[src/hw/d8t_pkg.sv]
// Constants shared by the dual 8-bit preload timer block.
// Assumes a single APB clock domain with 32-bit data and byte addressing.
package d8t_pkg;
	// Data width of counters and reload registers
	localparam int D8T_W = 8;
	// Width of the APB address bus seen by the block
	localparam int D8T_AW = 8;
	// Register indices; byte address is four times the index
	localparam logic [5:0] D8T_IDX_B_RELOAD = 6'h23;
	localparam logic [5:0] D8T_IDX_B_COUNT = 6'h24;
	localparam logic [5:0] D8T_IDX_B_CTRL = 6'h25;
	localparam logic [5:0] D8T_IDX_A_RELOAD = 6'h31;
	localparam logic [5:0] D8T_IDX_A_COUNT = 6'h32;
	localparam logic [5:0] D8T_IDX_A_CTRL = 6'h33;
	localparam logic [5:0] D8T_IDX_FLAGS = 6'h38;
	localparam logic [5:0] D8T_IDX_MASK = 6'h39;
	localparam logic [5:0] D8T_IDX_GIE = 6'h3a;
	// Bit positions inside flag, mask and global enable registers
	localparam int D8T_BIT_A = 1;
	localparam int D8T_BIT_B = 2;
	localparam int D8T_BIT_GIE = 0;
	// Reset values
	localparam logic [7:0] D8T_RST_8 = 8'h00;
	localparam logic [2:0] D8T_RST_CS = 3'h0;
	// Clock-select field width
	localparam int D8T_CSW = 3;
	// Clock-select codes
	typedef enum logic [2:0] {
		D8T_CS_STOP = 3'h0,
		D8T_CS_DIV1 = 3'h1,
		D8T_CS_DIV8 = 3'h2,
		D8T_CS_DIV64 = 3'h3,
		D8T_CS_DIV256 = 3'h4,
		D8T_CS_DIV1024 = 3'h5,
		D8T_CS_FALL = 3'h6,
		D8T_CS_RISE = 3'h7
	} d8t_cs_e;
	// Prescaler: width and low-bit counts for CK, /8, /64, /256, /1024
	localparam int D8T_PSW = 10;
	localparam int D8T_NTAP = 5;
	localparam int D8T_TAP_BITS [D8T_NTAP] = '{0, 3, 6, 8, 10};
endpackage

[src/hw/d8t_top.sv]
// Dual 8-bit preload timer block with an APB slave register file.
// Assumes a single APB clock (pclk, 25 MHz) that is also the timers'
// system clock, and count pins that are asynchronous to it.
//
// The APB slave port was left to the implementer.
`timescale 1ns/1ps
module d8t_top (
	input wire logic pclk,
	input wire logic presetn,
	input wire logic psel,
	input wire logic penable,
	input wire logic pwrite,
	input wire logic [d8t_pkg::D8T_AW-1:0] paddr,
	input wire logic [31:0] pwdata,
	input wire logic [3:0] pstrb,
	output logic [31:0] prdata,
	output logic pready,
	output logic pslverr,
	input wire logic timer_a_ext_count_pin,
	input wire logic timer_b_ext_count_pin,
	output logic irq
);
	// All software-visible state that is not a counter
	typedef struct packed {
		logic [31:0] rdata; // Read data, captured in setup
		logic rerr; // Unmapped flag, captured in setup
		logic [2:0] ctrl_a; // Timer A clock select
		logic [2:0] ctrl_b; // Timer B clock select
		logic [7:0] reload_a; // Timer A preload
		logic [7:0] reload_b; // Timer B preload
		logic ovf_a; // Timer A overflow flag
		logic ovf_b; // Timer B overflow flag
		logic ie_a; // Timer A overflow interrupt enable
		logic ie_b; // Timer B overflow interrupt enable
		logic gie; // Global interrupt enable
	} d8t_regs_s;

	d8t_regs_s st_ff; // Registered state
	d8t_regs_s nxt_st; // Next state

	logic [d8t_pkg::D8T_NTAP-1:0] tick; // Prescaler taps
	logic [7:0] cnt_a; // Timer A count
	logic [7:0] cnt_b; // Timer B count
	logic ovf_pulse_a; // Timer A wrapped this cycle
	logic ovf_pulse_b; // Timer B wrapped this cycle
	logic setup_ph; // APB setup phase
	logic access_ph; // APB access phase
	logic wr_en; // Write takes effect this edge
	logic [5:0] idx; // Register index from address
	logic wr_cnt_a; // Software write to timer A count
	logic wr_cnt_b; // Software write to timer B count
	logic low_lane; // Byte lane 0 enabled for the write

	// Index is the word address; misaligned addresses are unmapped
	assign idx = paddr[7:2];

	// Decode used for the error answer and to block writes; rd_val has its own case
	function automatic logic is_mapped(input logic [5:0] i,
		input logic [1:0] lo);
		logic hit;
		hit = 1'b0;
		case (i)
			d8t_pkg::D8T_IDX_B_RELOAD: hit = 1'b1;
			d8t_pkg::D8T_IDX_B_COUNT: hit = 1'b1;
			d8t_pkg::D8T_IDX_B_CTRL: hit = 1'b1;
			d8t_pkg::D8T_IDX_A_RELOAD: hit = 1'b1;
			d8t_pkg::D8T_IDX_A_COUNT: hit = 1'b1;
			d8t_pkg::D8T_IDX_A_CTRL: hit = 1'b1;
			d8t_pkg::D8T_IDX_FLAGS: hit = 1'b1;
			d8t_pkg::D8T_IDX_MASK: hit = 1'b1;
			d8t_pkg::D8T_IDX_GIE: hit = 1'b1;
			default: hit = 1'b0;
		endcase
		return hit & (lo == 2'h0);
	endfunction

	// Read value of one register; unused bits read as zero
	function automatic logic [31:0] rd_val(input logic [5:0] i,
		input d8t_regs_s s, input logic [7:0] ca, input logic [7:0] cb);
		logic [7:0] v;
		v = 8'h00;
		case (i)
			d8t_pkg::D8T_IDX_B_RELOAD: v = s.reload_b;
			d8t_pkg::D8T_IDX_B_COUNT: v = cb;
			d8t_pkg::D8T_IDX_B_CTRL: v = {5'h00, s.ctrl_b};
			d8t_pkg::D8T_IDX_A_RELOAD: v = s.reload_a;
			d8t_pkg::D8T_IDX_A_COUNT: v = ca;
			d8t_pkg::D8T_IDX_A_CTRL: v = {5'h00, s.ctrl_a};
			d8t_pkg::D8T_IDX_FLAGS: begin
				v[d8t_pkg::D8T_BIT_A] = s.ovf_a;
				v[d8t_pkg::D8T_BIT_B] = s.ovf_b;
			end
			d8t_pkg::D8T_IDX_MASK: begin
				v[d8t_pkg::D8T_BIT_A] = s.ie_a;
				v[d8t_pkg::D8T_BIT_B] = s.ie_b;
			end
			d8t_pkg::D8T_IDX_GIE: v[d8t_pkg::D8T_BIT_GIE] = s.gie;
			default: v = 8'h00;
		endcase
		return {24'h000000, v};
	endfunction

	// Bus phases; the slave never stretches the access phase
	assign setup_ph = psel & ~penable;
	assign access_ph = psel & penable;
	// All registers sit in byte lane 0; other lanes are ignored
	assign low_lane = pstrb[0];
	assign wr_en = access_ph & pwrite & ~st_ff.rerr & low_lane;
	assign wr_cnt_a = wr_en & (idx == d8t_pkg::D8T_IDX_A_COUNT);
	assign wr_cnt_b = wr_en & (idx == d8t_pkg::D8T_IDX_B_COUNT);

	// Shared prescaler keeps both timers on the same rate grid
	d8t_prescaler u_presc (
		.pclk(pclk),
		.presetn(presetn),
		.tick(tick)
	);

	// Timer A
	d8t_channel u_timer_a (
		.pclk(pclk),
		.presetn(presetn),
		.clk_sel(st_ff.ctrl_a),
		.ext_pin(timer_a_ext_count_pin),
		.tick(tick),
		.cnt_wr(wr_cnt_a),
		.cnt_wdata(pwdata[7:0]),
		.reload_val(st_ff.reload_a),
		.count(cnt_a),
		.overflow(ovf_pulse_a)
	);

	// Timer B, with its own preload register
	d8t_channel u_timer_b (
		.pclk(pclk),
		.presetn(presetn),
		.clk_sel(st_ff.ctrl_b),
		.ext_pin(timer_b_ext_count_pin),
		.tick(tick),
		.cnt_wr(wr_cnt_b),
		.cnt_wdata(pwdata[7:0]),
		.reload_val(st_ff.reload_b),
		.count(cnt_b),
		.overflow(ovf_pulse_b)
	);

	// Register file next state
	always_comb begin
		nxt_st = st_ff;
		// Capture read data and decode in setup so outputs are flops
		if (setup_ph) begin
			nxt_st.rerr = ~is_mapped(idx, paddr[1:0]);
			if (pwrite) begin
				nxt_st.rdata = 32'h00000000;
			end else begin
				nxt_st.rdata = rd_val(idx, st_ff, cnt_a, cnt_b);
			end
		end
		// Writes land on the access edge
		if (wr_en) begin
			case (idx)
				d8t_pkg::D8T_IDX_A_CTRL: nxt_st.ctrl_a = pwdata[2:0];
				d8t_pkg::D8T_IDX_B_CTRL: nxt_st.ctrl_b = pwdata[2:0];
				d8t_pkg::D8T_IDX_A_RELOAD: nxt_st.reload_a = pwdata[7:0];
				d8t_pkg::D8T_IDX_B_RELOAD: nxt_st.reload_b = pwdata[7:0];
				d8t_pkg::D8T_IDX_FLAGS: begin
					// Write one to clear
					if (pwdata[d8t_pkg::D8T_BIT_A]) begin
						nxt_st.ovf_a = 1'b0;
					end
					if (pwdata[d8t_pkg::D8T_BIT_B]) begin
						nxt_st.ovf_b = 1'b0;
					end
				end
				d8t_pkg::D8T_IDX_MASK: begin
					nxt_st.ie_a = pwdata[d8t_pkg::D8T_BIT_A];
					nxt_st.ie_b = pwdata[d8t_pkg::D8T_BIT_B];
				end
				d8t_pkg::D8T_IDX_GIE: nxt_st.gie = pwdata[d8t_pkg::D8T_BIT_GIE];
				// Counts are written inside the channels
				default: nxt_st.ctrl_a = st_ff.ctrl_a;
			endcase
		end
		// Set after clear, so an overflow in the clear cycle survives
		if (ovf_pulse_a) begin
			nxt_st.ovf_a = 1'b1;
		end
		if (ovf_pulse_b) begin
			nxt_st.ovf_b = 1'b1;
		end
	end

	// Register file; every field starts at zero
	always_ff @(posedge pclk or negedge presetn) begin
		if (!presetn) begin
			st_ff <= '0;
		end else begin
			st_ff <= nxt_st;
		end
	end

	// Zero-wait answer; data and error were fixed in setup
	assign pready = access_ph;
	assign pslverr = access_ph & st_ff.rerr;
	assign prdata = st_ff.rdata;

	// Level interrupt gated by own enable and global enable
	assign irq = st_ff.gie & ((st_ff.ovf_a & st_ff.ie_a) | (st_ff.ovf_b & st_ff.ie_b));
endmodule

[src/hw/d8t_prescaler.sv]
// Free-running system-clock prescaler shared by both timers.
// Assumes pclk is the system clock; taps pulse one cycle in N.
`timescale 1ns/1ps
module d8t_prescaler (
	input wire logic pclk,
	input wire logic presetn,
	output logic [d8t_pkg::D8T_NTAP-1:0] tick
);
	// All state of the prescaler
	typedef struct packed {
		logic [d8t_pkg::D8T_PSW-1:0] cnt;
	} d8t_ps_s;

	d8t_ps_s st_ff; // Registered state
	d8t_ps_s nxt_st; // Next state

	// Count every cycle; wraps at 1024 so all taps stay aligned
	always_comb begin
		nxt_st = st_ff;
		nxt_st.cnt = st_ff.cnt + 1'b1;
	end

	// State register
	always_ff @(posedge pclk or negedge presetn) begin
		if (!presetn) begin
			st_ff <= '0;
		end else begin
			st_ff <= nxt_st;
		end
	end

	// One tap per rate: high when the low bits are all ones
	genvar gi;
	generate
		for (gi = 0; gi < d8t_pkg::D8T_NTAP; gi++) begin : g_tap
			localparam logic [d8t_pkg::D8T_PSW-1:0] TAP_MASK =
				d8t_pkg::D8T_PSW'((1 << d8t_pkg::D8T_TAP_BITS[gi]) - 1);
			assign tick[gi] = &(st_ff.cnt | ~TAP_MASK);
		end
	endgenerate
endmodule

[src/hw/d8t_channel.sv]
// One 8-bit up-counting timer channel with preload on overflow.
// Assumes ext_pin is asynchronous and tick comes from d8t_prescaler.
`timescale 1ns/1ps
module d8t_channel (
	input wire logic pclk,
	input wire logic presetn,
	input wire logic [2:0] clk_sel,
	input wire logic ext_pin,
	input wire logic [d8t_pkg::D8T_NTAP-1:0] tick,
	input wire logic cnt_wr,
	input wire logic [7:0] cnt_wdata,
	input wire logic [7:0] reload_val,
	output logic [7:0] count,
	output logic overflow
);
	// All state of one channel
	typedef struct packed {
		logic pin_s1; // First synchroniser stage
		logic pin_s2; // Second synchroniser stage
		logic pin_s3; // Previous synced level, for edges
		logic [7:0] count;
	} d8t_ch_s;

	d8t_ch_s st_ff; // Registered state
	d8t_ch_s nxt_st; // Next state
	logic adv; // Count enable this cycle

	// Select the count source and advance or reload
	always_comb begin
		nxt_st = st_ff;
		adv = 1'b0;
		overflow = 1'b0;
		// Pin passes two flops before any logic looks at it
		nxt_st.pin_s1 = ext_pin;
		nxt_st.pin_s2 = st_ff.pin_s1;
		nxt_st.pin_s3 = st_ff.pin_s2;
		case (d8t_pkg::d8t_cs_e'(clk_sel))
			d8t_pkg::D8T_CS_STOP: adv = 1'b0;
			d8t_pkg::D8T_CS_DIV1: adv = tick[0];
			d8t_pkg::D8T_CS_DIV8: adv = tick[1];
			d8t_pkg::D8T_CS_DIV64: adv = tick[2];
			d8t_pkg::D8T_CS_DIV256: adv = tick[3];
			d8t_pkg::D8T_CS_DIV1024: adv = tick[4];
			// One pulse per edge, so each edge counts once
			d8t_pkg::D8T_CS_FALL: adv = st_ff.pin_s3 & ~st_ff.pin_s2;
			d8t_pkg::D8T_CS_RISE: adv = ~st_ff.pin_s3 & st_ff.pin_s2;
			default: adv = 1'b0;
		endcase
		if (cnt_wr) begin
			// Write wins; counting resumes from it next cycle
			nxt_st.count = cnt_wdata;
		end else if (adv) begin
			if (&st_ff.count) begin
				// Wrap loads preload instead of zero
				nxt_st.count = reload_val;
				overflow = 1'b1;
			end else begin
				nxt_st.count = st_ff.count + 1'b1;
			end
		end
	end

	// State register
	always_ff @(posedge pclk or negedge presetn) begin
		if (!presetn) begin
			st_ff <= '0;
		end else begin
			st_ff <= nxt_st;
		end
	end

	assign count = st_ff.count;
endmodule

[config.mk]
export PLATFORM = sky130hd
export DESIGN_NAME = d8t_top
export DESIGN_NICKNAME = d
export VERILOG_FILES = /design/src/hw/d8t_pkg.sv /design/src/hw/d8t_top.sv /design/src/hw/d8t_prescaler.sv /design/src/hw/d8t_channel.sv
export SDC_FILE = /design/constraint.sdc
export NUM_CORES = 1
export LEC_CHECK = 0
export ABC_AREA = 1
export BUFFER_PORTS_ARGS = -buffer_cell sky130_fd_sc_hd__buf_2
export CORE_MARGIN = 3
export CORE_UTILIZATION = 63
export CTS_BUF_LIST = sky130_fd_sc_hd__clkbuf_4
export CTS_CLUSTER_DIAMETER = 40
export DETAILED_ROUTE_END_ITERATION = 10
export PLACE_DENSITY = 0.85
export SYNTH_ARGS = -nofsm -noshare
export SYNTH_HDL_FRONTEND = slang
export SYNTH_HIERARCHICAL = 1
export SYNTH_SLANG_ARGS = --single-unit
[constraint.sdc]
create_clock -name pclk -period 3.3 [get_ports pclk]
set_clock_uncertainty 0.1 [all_clocks]
set_input_delay 0.33 -clock pclk [delete_from_list [all_inputs] [get_ports pclk]]
set_output_delay 0.33 -clock pclk [all_outputs]
set_load 0.02 [all_outputs]
==> results_dict.tcl <==
set metrics [dict create \
    status "completed" \
    end_kind "flop" \
    finalCriticalPeriod_ns 2.30 \
    dieWidth_um 92.9 \
    clk_pin_slew_ns 0.12 \
    setup_viol 0 \
    power_density_nw_per_um2 323 \
    drtAntennaViolNets 0 \
    area_delta_synth_final_pct 2.37 \
    avgViaCountPerCell 5.40 \
    met3WireLength_um 787 \
    slew_violations 0 \
    drive_gt1_frac 0.193 \
    grt_pass1_vias 3916 \
    fin_area_um2 4860 \
    cts_buffer_depth 2 \
    clock_tree.root_cell "clkbuf_4" \
    track_usage 0.259 \
    fmax_ghz 0.434 \
    ys_warn_count 6 \
    synth_top_area_frac 0.358 \
    synth_flop_cell "dfrtp_1" \
    ys_seq_area_frac 0.358 \
    grt_overflow 0 \
    wirelength_met1_um 4440 \
    grt_max_degree 46 \
    async_reset_ff_frac 1.00 \
    fin_nets 723 \
    dieArea_um2 8620 \
    place_ws_ns 0.828 \
    tritoncts "built" \
    initial_core_util 0.652 \
    n_antenna_cell 0 \
    path_max_fanout 13 \
    synthCells 653 \
    ir_drop_mv 0.178 \
    drv_cap 0 \
    syn_area_um2 4750 \
    start_kind "flop" \
    layout_common_cells "nand2_1 (208), nand3_1 (79), dfrtp_1 (68)" \
    syn_area_per_cell_um2 7.28 \
    utilization 0.667 \
    ys_seq_elements 68 \
    fp.coreArea_um2 7290 \
    wl_per_cell_um 13.5 \
    dr.pass1.iters 5 \
    cts_made_buffers 9 \
    grt_first_pass_wirelength_um 17800 \
    critical_path_class "flop to flop" \
    hold_viol 0 \
    wl_met2_um 4890 \
    final_common_cell "nand2_1" \
    dpl_cell_area_um2 4700 \
    fp.dieH_um 92.9 \
    synth_edf_count 0 \
    totalWireLength_um 10400 \
    gp_congestion 0.925 \
    synthTopCellsByArea "dfrtp_1 (36%), nand2_1 (16%), buf_4 (8.7%)" \
    rows 31 \
    worst-endpoint-required_ns 3.52 \
    synthDistinctLibCells 34 \
    io_pins 86 \
    post-synth-top-area-cell "dfrtp_1" \
    setup_ws_ns 0.996 \
    leakage_nw 2.69 \
    hpwl_um 7780 \
    clkSinkCount 68 \
    cp_data_arrival_time_ns 2.52 \
    vias 4169 \
    period_share 0.698 \
    rsz0062_at_grt "false" \
    worstMarginPinSlew_ns 0.562 \
    drtIter0Drc 286 \
    port_buffers 34 \
    drc 0 \
    finalSetupTns_ns 0 \
    htree_levels 3 \
    antenna_found_initial 0 \
    worst_slew_margin_rel 0.626 \
    timing.hold.ws_ns 0.100 \
    clkLatencyLatePin_ns 0.44 \
    top_layer_used "met4" \
    hp-class "input pin to flop" \
]
critical path: stages (launching register included):
cell and delay (ns):
dfrtp_1 0.40, inv_1 0.08, nand4_1 0.21, nor2_1 0.43, inv_1 0.32, nand3_2 0.30
clkinv_1 0.22, nand2_1 0.10, nand2_1 0.06
registers in the layout, summed over array words and instances, names as in the netlist:
name and flops:
u_timer_a/st_ff 1, u_timer_a/nxt_st 2, u_timer_b/count 8, u_presc/st_ff 10
u_timer_b/nxt_st 2, st_ff 28, prdata 8, u_timer_b/st_ff 1
u_timer_a/count 8
metal layers:
metal,vias to the layer above,GRT usage
met5,-,0
met4,0,0.126
met3,38,0.0634
met2,195,0.416
met1,1901,0.326
li1,2035,-
through the flow:
step                total power, mW  std cells
global route                   1.64        772
finish                         1.57        772
detailed placement             1.04        753
global placement               1.03        753
CTS                            1.58        772
floorplan                      1.01        676
final cells by class:
cell class	instances	area [um2]
well taps	99	124
multi-input cells	479	2400
clock buffers	9	67.6
fillers	615	2430
flip-flops and latches	68	1700
clock inverters	7	67.6
inverters	69	275
repair buffers	41	230
cell usage after synthesis (2+ instances only):
| library cell | count |
|---|---|
| conb_1 | 2 |
| xnor2_1 | 4 |
| o21ai_0 | 8 |
| nand2_4 | 5 |
| o21ai_2 | 20 |
| clkinv_1 | 2 |
| o21ai_1 | 6 |
| inv_2 | 6 |
| o21bai_1 | 2 |
| clkinv_2 | 2 |
| inv_1 | 58 |
| nand3_2 | 6 |
| buf_4 | 55 |
| nand2_1 | 208 |
| a21o_1 | 2 |
| dfrtp_1 | 68 |
| nor2_1 | 45 |
| or2_2 | 7 |
| ha_1 | 4 |
| nand2_2 | 9 |
| nor2_8 | 2 |
| xor2_1 | 2 |
| nor2_2 | 10 |
| nand3_1 | 79 |
| nor2_4 | 7 |
| nand4_1 | 18 |
| nand3b_1 | 6 |
| buf_6 | 4 |
final timing paths:
check,start,end,cells past startpoint,slack (ns)
worst max-delay path,st_ff[27],u_timer_b/count[7],8,1.0
worst min-delay path,penable,st_ff[27],4,0.10
worst max register to register,st_ff[27],u_timer_b/count[7],8,1.0
worst min register to register,u_timer_a/nxt_st[9],u_timer_a/nxt_st[8],0,0.26
max in group asynchronous,presetn,u_presc/st_ff[2],3,1.81
min in group asynchronous,presetn,u_timer_a/count[2],2,0.30
where the power goes:
group / leakage (nW) / switching [mW] / internal [mW] / total, mW
logic: 1.75 / 0.115 / 0.0418 / 0.157
registers: 0.877 / 0.0205 / 0.847 / 0.867
clock network: 0.0677 / 0.322 / 0.226 / 0.548
total: 2.69 / 0.457 / 1.11 / 1.57
cells by family (layout without fill, tap and decap cells):
logic type,Yosys count,in the layout,share of synthesized area
and+or+nand+nor,404,404,0.403
buffers and inverters,129,126,0.155
DFF,68,68,0.358
AOI/OAI and AO/OA,40,40,0.0606
xor gates and xnor gates,6,6,0.0111
adders and majority gates,4,4,0.0105
other,2,25,0.00158
what timing repair did:
action	CTS	global route
setup buffers	0	0
resized for setup	0	0
endpoints found under the setup margin	0	0
hold buffers	3	0
endpoints found under the hold margin	25	0
No activity file was read; power rests on OpenSTA's default activity.
